==> config.mk <==
export PLATFORM = sky130hd
export DESIGN_NAME = isasr_regs
export DESIGN_NICKNAME = d
export VERILOG_FILES = /design/src/rtl/isasr_pkg.sv /design/src/rtl/isasr_addr_cmp.sv /design/src/rtl/isasr_regs.sv
export SDC_FILE = /design/constraint.sdc
export NUM_CORES = 1
export LEC_CHECK = 0
export BUFFER_PORTS_ARGS = -buffer_cell sky130_fd_sc_hd__clkbuf_2
export CORE_AREA = 2 2 92 94
export DETAILED_ROUTE_END_ITERATION = 12
export DIE_AREA = 0 0 94 96
export PLACE_DENSITY = 0.66
export SLEW_MARGIN = 0
export SYNTH_ARGS = -nofsm -noshare
export SYNTH_HDL_FRONTEND = slang
export SYNTH_HIERARCHICAL = 1
export SYNTH_SLANG_ARGS = --single-unit
==> constraint.sdc <==
create_clock -name core_clk_in -period 1.8 [get_ports core_clk_in]
set_input_delay 0.18 -clock core_clk_in [delete_from_list [all_inputs] [get_ports core_clk_in]]
set_output_delay 0.18 -clock core_clk_in [all_outputs]
set_load 0.02 [all_outputs]
==> src/rtl/isasr_pkg.sv <==
// Package for the slave address and status register block.
// Assumes a 32-bit word register port with byte offsets.
package isasr_pkg;
  localparam logic [7:0] OFF_DATA  = 8'h0c;
  localparam logic [7:0] OFF_OWN_PRI = 8'h10;
  localparam logic [7:0] OFF_STAT    = 8'h14;
  localparam logic [7:0] OFF_OWN_SEC = 8'h20;
  localparam logic [7:0] OFF_OWN_THR = 8'h24;
  localparam logic [7:0] OFF_MATCH = 8'h28;
  localparam logic [7:0] OFF_CTRL  = 8'h30;
  localparam logic [7:0] STAT_IDLE = 8'hf8;
  localparam logic [7:0] RST_BYTE  = 8'h00;
  localparam logic [6:0] BCAST_ADDR  = 7'h00;
  localparam int         CTRL_ACK_EN = 2;
  localparam int         CTRL_SI   = 3;
  localparam int         NUM_ADDR  = 3;

  // Events reported by the bus engine
  typedef struct packed {
    logic       start_seen;  // START or repeated START seen
    logic       stop_seen;   // STOP condition
    logic       addr_valid;  // First byte after START complete
    logic [6:0] addr;        // Received device address
    logic       rx_valid;    // Data byte received
    logic [7:0] rx_byte;
    logic       state_valid; // Bus engine entered a new state
    logic [7:0] state_code;
    logic       is_master;
  } isasr_bus_ev_s;

  // Software register port
  typedef struct packed {
    logic [7:0]  addr;
    logic [31:0] wdata;
    logic        wr;
    logic        rd;
  } isasr_reg_req_s;
endpackage : isasr_pkg

==> src/rtl/isasr_addr_cmp.sv <==
// One slave address comparator.
// Assumes address and field are stable in the compare cycle.
`timescale 1ns/1ps
module isasr_addr_cmp (
  input  wire logic [6:0] own_in,
  input  wire logic [6:0] rx_in,
  output logic            hit_out
);
  // Plain equality on the seven address bits
  assign hit_out = (own_in == rx_in);
endmodule : isasr_addr_cmp

==> src/rtl/isasr_regs.sv <==
// Register side of an I2C controller: data, status, own addresses, match.
// Assumes a bus engine that reports events one cycle long and obeys hold.
`timescale 1ns/1ps
module isasr_regs (
  input  wire logic                     core_clk_in,
  input  wire logic                     resetn_in,
  input  wire isasr_pkg::isasr_reg_req_s req_in,
  output logic [31:0]                   rdata_out,
  input  wire isasr_pkg::isasr_bus_ev_s  ev_in,
  output logic [7:0]                    tx_byte_out,
  output logic                          tx_load_out,
  output logic                          scl_hold_out,
  output logic                          ack_bit_out,
  output logic                          addr_ack_out,
  output logic                          bcast_mode_out,
  output logic                          irq_out
);
  typedef enum logic [1:0] {
    ISASR_IDLE = 2'b01,
    ISASR_BUSY = 2'b10
  } isasr_mode_e;

  typedef struct packed {
    logic [7:0]  data;
    logic [7:0]  stat;
    logic [7:0]  own_pri;
    logic [6:0]  own_sec;
    logic [6:0]  own_thr;
    logic [2:0]  match;
    logic        ack_en;
    logic        si;
    logic [31:0] rdata;
    logic        tx_load;
    logic        addr_ack;
    logic        bcast;
    isasr_mode_e mode;
  } isasr_state_s;

  isasr_state_s st_q;
  isasr_state_s st_d;
  logic [2:0]   hit;
  logic [6:0]   own [3];
  logic         slave_ok;
  logic         bcast_hit;

  assign own[0] = st_q.own_pri[7:1];
  assign own[1] = st_q.own_sec;
  assign own[2] = st_q.own_thr;

  genvar g;
  generate
    for (g = 0; g < isasr_pkg::NUM_ADDR; g++) begin : g_cmp
      isasr_addr_cmp u_cmp (
        .own_in  (own[g]),
        .rx_in   (ev_in.addr),
        .hit_out (hit[g])
      );
    end
  endgenerate

  assign slave_ok = ev_in.addr_valid & ~ev_in.is_master;
  assign bcast_hit = st_q.own_pri[0] &
                     (ev_in.addr == isasr_pkg::BCAST_ADDR);

  // Next state; hardware sets win over software clears
  always_comb begin
    st_d          = st_q;
    st_d.tx_load  = 1'b0;
    st_d.addr_ack = 1'b0;
    st_d.rdata    = '0;
    // Register writes; only live bits kept
    if (req_in.wr) begin
      case (req_in.addr)
        isasr_pkg::OFF_DATA: begin
          st_d.data    = req_in.wdata[7:0];
          st_d.tx_load = 1'b1;
        end
        isasr_pkg::OFF_OWN_PRI: st_d.own_pri = req_in.wdata[7:0];
        isasr_pkg::OFF_OWN_SEC: st_d.own_sec = req_in.wdata[7:1];
        isasr_pkg::OFF_OWN_THR: st_d.own_thr = req_in.wdata[7:1];
        isasr_pkg::OFF_CTRL: begin
          st_d.ack_en = req_in.wdata[isasr_pkg::CTRL_ACK_EN];
          // Writing zero clears the flag
          if (!req_in.wdata[isasr_pkg::CTRL_SI]) begin
            st_d.si = 1'b0;
          end
        end
        default: ;
      endcase
    end
    // Register reads, data one cycle later
    if (req_in.rd) begin
      case (req_in.addr)
        isasr_pkg::OFF_DATA:  st_d.rdata[7:0] = st_q.data;
        isasr_pkg::OFF_OWN_PRI: st_d.rdata[7:0] = st_q.own_pri;
        isasr_pkg::OFF_STAT:    st_d.rdata[7:0] = st_q.stat;
        isasr_pkg::OFF_OWN_SEC: st_d.rdata[7:1] = st_q.own_sec;
        isasr_pkg::OFF_OWN_THR: st_d.rdata[7:1] = st_q.own_thr;
        isasr_pkg::OFF_MATCH:   st_d.rdata[2:0] = st_q.match;
        isasr_pkg::OFF_CTRL: begin
          st_d.rdata[isasr_pkg::CTRL_ACK_EN] = st_q.ack_en;
          st_d.rdata[isasr_pkg::CTRL_SI] = st_q.si;
        end
        default: ;
      endcase
    end
    if (ev_in.rx_valid) begin
      st_d.data = ev_in.rx_byte;
    end
    if (ev_in.state_valid) begin
      st_d.stat = ev_in.state_code;
      if (ev_in.state_code != isasr_pkg::STAT_IDLE) begin
        st_d.si = 1'b1;
      end else begin
        st_d.si = 1'b0;
      end
    end
    // flags cleared on START or STOP
    if (ev_in.start_seen | ev_in.stop_seen) begin
      st_d.match = '0;
      st_d.bcast = 1'b0;
    end
    if (slave_ok) begin
      // Built on the cleared value so a same-cycle START keeps only new hits
      st_d.match = st_d.match | hit;
      if (st_q.ack_en && (hit != '0 || bcast_hit)) begin
        st_d.addr_ack = 1'b1;
      end
      if (st_q.ack_en && bcast_hit) begin
        st_d.bcast = 1'b1;
      end
    end
    // Coarse activity tracking between START and STOP
    case (st_q.mode)
      ISASR_IDLE: if (ev_in.start_seen) st_d.mode = ISASR_BUSY;
      ISASR_BUSY: if (ev_in.stop_seen) st_d.mode = ISASR_IDLE;
      default:    st_d.mode = ISASR_IDLE;
    endcase
  end

  // State register with synchronous reset
  always_ff @(posedge core_clk_in) begin
    if (!resetn_in) begin
      st_q       <= '0;
      st_q.stat  <= isasr_pkg::STAT_IDLE;
      st_q.data  <= isasr_pkg::RST_BYTE;
      st_q.mode  <= ISASR_IDLE;
    end else begin
      st_q <= st_d;
    end
  end

  // Outputs straight from the state flops
  assign rdata_out      = st_q.rdata;
  assign tx_byte_out    = st_q.data;
  assign tx_load_out    = st_q.tx_load;
  assign scl_hold_out   = st_q.si;
  assign ack_bit_out    = st_q.ack_en;
  assign addr_ack_out   = st_q.addr_ack;
  assign bcast_mode_out = st_q.bcast;
  assign irq_out        = st_q.si;
endmodule : isasr_regs

==> impl_metrics.yaml, run 1 <==
worst_setup_path:
  crit_fanout: 8
  worstPathArrival_ps: 1570
  r2r_slack_ps: 510
  crit_slowest_cell: "nor4b_4"
  worstSetupEndpointType: "flop"
  worstPathRequired_ps: 2010
  crit_chain: "clkbuf_2 -> nor4b_4 -> nand3_2 -> mux2i_1 -> nor2b_1"
  worstSetupPathType: "in2reg"
  critPathMaxStageDelay_ps: 510
  cp-start-kind: "primary input"
job:
  max-cap-violations: 0
placed_design:
  numPortBuffers: 70
  pre_cts_ws_ps: 131
  placed_area_sq_um: 3360
  dp_hpwl_mm: 5.84
  place_congestion: 0.860
clock_tree:
  cts.sinks: 54
  numCtsBuffers: 5
  cts_setup_buffers: 0
  ctsResizeCount: 0
  cts_tree: "built"
  clkLatencyLatePin_ps: 320
  postCtsHoldBufs: 0
  htree_levels: 2
  root_buffer: "clkbuf_8"
  ctsLongestPathBuffers: 2
  clkTransAtPathRegs_ps: 110
detailed_routing:
  via_per_inst: 5.11
  vias: 2472
  wl_per_cell_um: 15.6
  wirelength_mm: 7.57
  dr.pass1.iters: 4
  drc: 0
  drtAntennaViolNets: 0
  drt_iter0_markers: 131
hold_path:
  hold_class: "in2reg"
timing:
  fin_crit_sh_pct: 75.2
  rsz0062_at_grt: "no"
  drv_slew: 0
  period_needed_ps: 1350
  fmax_ghz: 0.739
  hold_violations: 0
  fin_ws_ps: 446
  fin_setup_tns_ps: 0
  whs_ps: 90.3
  skew_ps: 11.4
  finalSetupViolations: 0
logic_synthesis:
  syn_area_per_cell_sq_um: 9.62
  syn_area_sq_um: 3120
  synth_cell_types: 46
  async_flop_share_pct: 0
  synth_seq_cells: 54
  ys.flop_type: "dfxtp_1"
  syn_inst: 324
  yosysSeqAreaShare_pct: 34.7
  synth_edf_count: 0
  yosysWarnings: 6
global_routing:
  grt_max_degree: 38
  grt_overflow: 0
  grt_pass1_vias: 2287
  antenna_found_initial: 0
  track_usage_pct: 17.0
  grt_pass1_wl_mm: 11.7
power:
  p_total_mw: 2.32
  powerDensity_nw_per_um2: 672
  vdd_drop_max_v: 0.000360
  leakage_nw: 1.57
status:
  status: "finished, final reports clean"
finish:
  fillers: 810
  drive_above_1_share_pct: 26.6
  synthToLayoutAreaGrowth_pct: 11.0
  nets: 451
  diodes: 0
  final_area_sq_um: 3460
floorplanning:
  die_area_sq_um: 9020
  pin_count: 119
  row_count: 33
  die_x_um: 94
  start_util_pct: 38.7
  coreArea_sq_um: 8050
  die_h_um: 96
## state kept, by name (all words and copies together) (netlist names)
register	cells
rdata_out	8
addr_ack_out	1
irq_out	1
bcast_mode_out	1
own	21
st_q	12
tx_load_out	1
ack_bit_out	1
tx_byte_out	8
## cell usage after synthesis (4+ instances only)
| library cell | instances | area share (%) |
|---|---|---|
| o22a_1 | 5 | 1.4 |
| nor2_1 | 11 | 1.3 |
| xnor2_1 | 12 | 3.4 |
| a21boi_2 | 4 | 1.4 |
| dfxtp_1 | 54 | 35 |
| o211a_1 | 6 | 1.9 |
| nand4_1 | 6 | 1.2 |
| xor2_1 | 10 | 2.8 |
| nand2_1 | 26 | 3.1 |
| a22o_1 | 4 | 1.1 |
| nor2b_1 | 27 | 5.4 |
| nand3_1 | 4 | 0.64 |
| nor3_1 | 6 | 0.96 |
| clkbuf_1 | 6 | 0.72 |
| buf_4 | 43 | 10 |
| a22oi_1 | 12 | 2.9 |
| mux2i_1 | 42 | 13 |
## metrics by stage
step,instances,util (%)
floorplan,347,-
global placement,476,41.8
detailed placement,476,41.8
CTS,484,43.0
global route,484,43.0
finish,484,43.0
## cell usage in the layout (no fill, tap or decap), drive strengths merged, types with 3 or more instances in the layout
master | Yosys | layout
clkbuf | 6 | 75
dfxtp | 54 | 54
mux2i | 42 | 42
nor2b | 27 | 27
nand2 | 26 | 26
conb | 1 | 24
a22oi | 12 | 12
xnor2 | 12 | 12
nor2 | 11 | 11
xor2 | 10 | 10
buf | 48 | 8
nand3 | 7 | 7
nor3 | 6 | 6
nand4 | 6 | 6
o211a | 6 | 6
o22a | 5 | 5
a21boi | 5 | 5
nor4 | 5 | 5
a22o | 4 | 4
nor4b | 4 | 4
nor3b | 3 | 3
a211oi | 3 | 3
a31oi | 3 | 3
## final cells by class
type | instances | area, sq um | area share (%)
Tap cell | 105 | 131 | 3.80
Timing Repair Buffer | 78 | 410 | 11.9
Inverter | 1 | 3.75 | 0.109
Sequential cell | 54 | 1080 | 31.3
Clock inverter | 3 | 26.3 | 0.760
Multi-Input combinational cell | 238 | 1740 | 50.2
Clock buffer | 5 | 68.8 | 1.99
## layer usage
metal,GRT usage [%],vias up,part of all wire (%)
li1,-,1195,-
met1,22.5,1154,45
met2,28.5,112,47
met3,2.82,11,6.2
met4,5.19,0,1.3
met5,0,-,0
## critical path, delay by kind of cell
family / cells / cell delay, ps
buffers and inverters: 1 / 170
muxes: 1 / 260
and+or+nand+nor: 3 / 950
## cells by family after synthesis
kind of cell	synth area share [%]
and+or+nand+nor	20.4
buffers and inverters	12.4
DFF	34.7
AOI/OAI and AO/OA	12.8
muxes	13.5
xor gates and xnor gates	6.18
other	0.120
## path summary, 6_finish.rpt
path / start / endpoint / depth (start not counted)
max: req_in[38] / own[2]$_SDFFE_PN0P_ / 5
min: ev_in[8] / st_q[71]$_SDFFE_PN1P_ / 3
max reg2reg: own[5]$_SDFFE_PN0P_ / addr_ack_out$_SDFF_PN0_ / 5
min reg2reg: tx_byte_out[4]$_SDFFE_PN0P_ / rdata_out[4]$_SDFF_PN0_ / 2
## where the power goes
group          leakage (nW)  internal, mW  switching [mW]
sequential            0.439          1.22          0.0209
combinational          1.09         0.133           0.219
clock                0.0491         0.287           0.442
Power figures use the tool's default switching activity.
==> inputs of run 2 (changes only) <==
Clock period 1.8 ns to 1.3 ns, I/O delays scaled along.
==> impl_metrics.yaml, run 2 (synthesized netlist as in run 1, its figures left out) <==
finish:
  most-common-layout-cells: "70 x clkbuf_2, 45 x buf_4, 44 x dfxtp_1"
  largest_reg_flops: 21
  fin_util_pct: 47.8
  nets: 491
  final_common_cell: "clkbuf_2"
  drive_above_1_share_pct: 37.1
  final_area_sq_um: 3850
  synthToLayoutAreaGrowth_pct: 23.4
  diodes: 0
  fillers: 784
  final_cells: 523
timing:
  fin_ws_ps: 13.0
  whs_ps: 57.3
  period_needed_ps: 1290
  finalSetupViolations: 0
  fin_crit_sh_pct: 99.0
  hold_violations: 0
  drv_slew: 0
  skew_ps: 5.31
  fmax_ghz: 0.777
  rsz0062_at_grt: "yes"
  fin_setup_tns_ps: 0
clock_tree:
  htree_levels: 2
  numCtsBuffers: 5
  clkTransAtPathRegs_ps: 90
  cts_tree: "built"
  ctsLongestPathBuffers: 2
  cts_setup_buffers: 0
  root_buffer: "clkbuf_8"
  cts.sinks: 54
  postCtsHoldBufs: 0
  clkLatencyLatePin_ps: 300
detailed_routing:
  drtAntennaViolNets: 0
  wirelength_mm: 8.08
  vias: 2572
  via_per_inst: 4.92
  dr.pass1.iters: 4
  drt_iter0_markers: 142
  drc: 0
  wl_per_cell_um: 15.4
global_routing:
  grt_overflow: 0
  antenna_found_initial: 0
  grt_max_degree: 39
  track_usage_pct: 18.3
  grt_pass1_wl_mm: 12.7
  grt_pass1_vias: 2522
floorplanning:
  coreArea_sq_um: 8050
  die_area_sq_um: 9020
  die_h_um: 96
  pin_count: 119
  start_util_pct: 38.7
  row_count: 33
  die_x_um: 94
worst_setup_path:
  crit_fanout: 2
  crit_chain: "xnor2_1 -> nand4_1 -> nor4_2 -> nor3_1 -> a211oi_2"
  worstPathRequired_ps: 1520
  crit_slowest_cell: "dfxtp_2"
  worstSetupEndpointType: "flop"
  critPathMaxStageDelay_ps: 330
  worstPathArrival_ps: 1510
  cp-start-kind: "flop"
  worstSetupPathType: "reg2reg"
placed_design:
  dp_hpwl_mm: 6.50
  placed_area_sq_um: 3710
  place_inst: 516
  place_congestion: 0.863
  pre_cts_ws_ps: -150
  numPortBuffers: 70
power:
  p_total_mw: 3.16
  vdd_drop_max_v: 0.000434
  leakage_nw: 1.82
  powerDensity_nw_per_um2: 823
job:
  max-cap-violations: 0
hold_path:
  hold_class: "in2reg"
status:
  status: "finished, final reports clean"
==> run 2: cell count changes in the layout (fill, tap and decap cells not counted), moves of 2 or more <==
| cell | previous run | this run |
|---|---|---|
| xnor2_2 | 0 | 5 |
| dfxtp_2 | 0 | 10 |
| dfxtp_1 | 54 | 44 |
| buf_4 | 8 | 45 |
| xnor2_1 | 12 | 7 |
| buf_12 | 0 | 3 |
| clkbuf_1 | 0 | 2 |
| inv_6 | 2 | 0 |
==> run 2: critical path: cells and delay by family (launching register included) <==
| kind | cells | cell delay [ps] |
|---|---|---|
| flip-flops | 1 | 330 |
| XOR/XNOR | 1 | 150 |
| AND/OR/NAND/NOR | 3 | 500 |
| AO/OA/AOI/OAI | 1 | 210 |
==> run 2: final timing paths <==
check	from	to	slack, ps	cells after the start
setup / recovery	own[19]$_SDFFE_PN0P_	addr_ack_out$_SDFF_PN0_	10	5
setup reg to reg	own[19]$_SDFFE_PN0P_	addr_ack_out$_SDFF_PN0_	10	5
hold / removal	ev_in[5]	st_q[68]$_SDFFE_PN1P_	60	3
hold reg to reg	tx_byte_out[7]$_SDFFE_PN0P_	rdata_out[7]$_SDFF_PN0_	500	2
==> run 2: cell type report <==
type / count / area, sq um / area share, %
multi-input cells: 238 / 1790 / 46.6
well taps: 105 / 131 / 3.42
clock buffers: 7 / 76.3 / 1.98
flip-flops and latches: 54 / 1090 / 28.4
inverters: 1 / 3.75 / 0.0976
repair buffers: 118 / 748 / 19.5
==> run 2: where the power goes <==
group	total [mW]	switching, mW	leakage (nW)	internal [mW]
registers	1.72	0.0294	0.444	1.69
logic	0.544	0.319	1.33	0.225
clock network	0.901	0.527	0.0383	0.373
==> run 2: per-layer routing <==
layer,track usage (%),vias to the layer above,share of wire (%)
li1,-,1269,-
met2,32.6,87,50
met1,22.6,1201,43
met5,0,-,0
met4,5.80,0,2.4
met3,3.13,15,5.0
==> run 2: timing repair <==
item | in CTS | in global routing
gates resized for setup | 2 | 15
setup endpoints to repair | 1 | 4
endpoints found under the hold margin | 0 | 0
pin swaps | 0 | 0
==> inputs of run 3 (changes only) <==
Settings changed: MAX_ROUTING_LAYER from default to met4.
==> impl_metrics.yaml, run 3 (synthesized netlist as in run 1, its figures left out) <==
status:
  status: "finished, final reports clean"
clock_tree:
  clkTransAtPathRegs_ps: 110
  htree_levels: 2
  ctsLongestPathBuffers: 2
  root_buffer: "clkbuf_8"
  numCtsBuffers: 5
  clkLatencyLatePin_ps: 310
  cts_tree: "built"
  postCtsHoldBufs: 0
  cts.sinks: 54
timing:
  fin_crit_sh_pct: 98.3
  finalSetupViolations: 0
  period_needed_ps: 1280
  hold_violations: 0
  fmax_ghz: 0.782
  fin_setup_tns_ps: 0
  skew_ps: 12.2
  fin_ws_ps: 22.0
  drv_slew: 0
  rsz0062_at_grt: "yes"
placed_design:
  place_inst: 518
  pre_cts_ws_ps: -138
  dp_hpwl_mm: 6.23
  numPortBuffers: 70
  place_congestion: 0.858
worst_setup_path:
  worstSetupPathType: "reg2reg"
  worstSetupEndpointType: "flop"
  worstPathRequired_ps: 1530
  crit_fanout: 2
  cp-start-kind: "flop"
  worstPathArrival_ps: 1510
finish:
  final_cells: 526
  drive_above_1_share_pct: 38.5
  fin_util_pct: 48.3
  largest_reg_flops: 21
  nets: 493
  synthToLayoutAreaGrowth_pct: 24.7
  final_common_cell: "clkbuf_2"
  most-common-layout-cells: "70 x clkbuf_2, 47 x buf_4, 42 x mux2i_1, 42 x dfxtp_1, 27 x nor2b_1"
  diodes: 0
global_routing:
  grt_max_degree: 39
  antenna_found_initial: 0
  track_usage_pct: 18.5
  grt_pass1_wl_mm: 12.4
  grt_pass1_vias: 2472
  grt_overflow: 0
detailed_routing:
  dr.pass1.iters: 4
  wl_per_cell_um: 14.8
  vias: 2544
  wirelength_mm: 7.80
  via_per_inst: 4.84
  drc: 0
  drt_iter0_markers: 112
  drtAntennaViolNets: 0
power:
  powerDensity_nw_per_um2: 845
  p_total_mw: 3.29
  vdd_drop_max_v: 0.000408
  leakage_nw: 1.84
floorplanning:
  die_area_sq_um: 9020
  die_x_um: 94
  coreArea_sq_um: 8050
  row_count: 33
  pin_count: 119
  start_util_pct: 38.7
  die_h_um: 96
hold_path:
  hold_class: "in2reg"
job:
  max-cap-violations: 0
==> run 3: cell types whose count changed in the layout (fill, tap and decap cells not counted), sizes merged <==
| cell | previous run | this run |
|---|---|---|
| clkbuf | 77 | 76 |
| clkinv | 1 | 3 |
| buf | 48 | 50 |
==> run 3: through the flow <==
stage	hold slack, ps	instance area (sq um)
global placement	368	3720
CTS	50.0	3840
global route	45.2	3890
finish	51.2	3890
detailed placement	373	3720
floorplan	258	3210
==> run 3: worst paths after layout <==
check | cells past startpoint | slack [ps] | start | to
max reg2reg | 5 | 20 | own[16]$_SDFFE_PN0P_ | addr_ack_out$_SDFF_PN0_
max | 5 | 20 | own[16]$_SDFFE_PN0P_ | addr_ack_out$_SDFF_PN0_
min reg2reg | 2 | 490 | tx_byte_out[4]$_SDFFE_PN0P_ | rdata_out[4]$_SDFF_PN0_
min | 3 | 50 | ev_in[4] | st_q[67]$_SDFFE_PN1P_
==> run 3: layer usage <==
layer | track usage [%] | share of wire [%]
met4 | 4.83 | 1.3
met2 | 31.4 | 50
met5 | - | 0
met3 | 2.82 | 4.0
met1 | 23.2 | 45
==> run 3: worst max-delay path, cell delays in order (launching register included) <==
cell and delay, ps:
dfxtp_2 340, xnor2_1 130, nand4_1 130, nor4_2 250, nor3_1 110, a211oi_2 230
==> run 3: layout make-up <==
type                    count  area, sq um
fillers                   784         4160
multi-input cells         238         1790
flip-flops and latches     54         1100
repair buffers            120          763
well taps                 105          131
clock buffers               6         82.6
clock inverters             2         17.5
inverters                   1         3.75
==> run 3: repair_timing <==
| item | 4_1_cts | 5_1_grt |
|---|---|---|
| resized for setup | 5 | 14 |
| pin swaps | 0 | 1 |
| endpoints found under the setup margin | 2 | 4 |
| setup buffers | 0 | 0 |
==> run 3: where the power goes <==
group          internal [mW]  total [mW]  switching (mW)
Combinational          0.227       0.544           0.316
Clock                  0.440        1.02           0.583
Sequential              1.69        1.72          0.0294
Total                   2.36        3.29           0.928
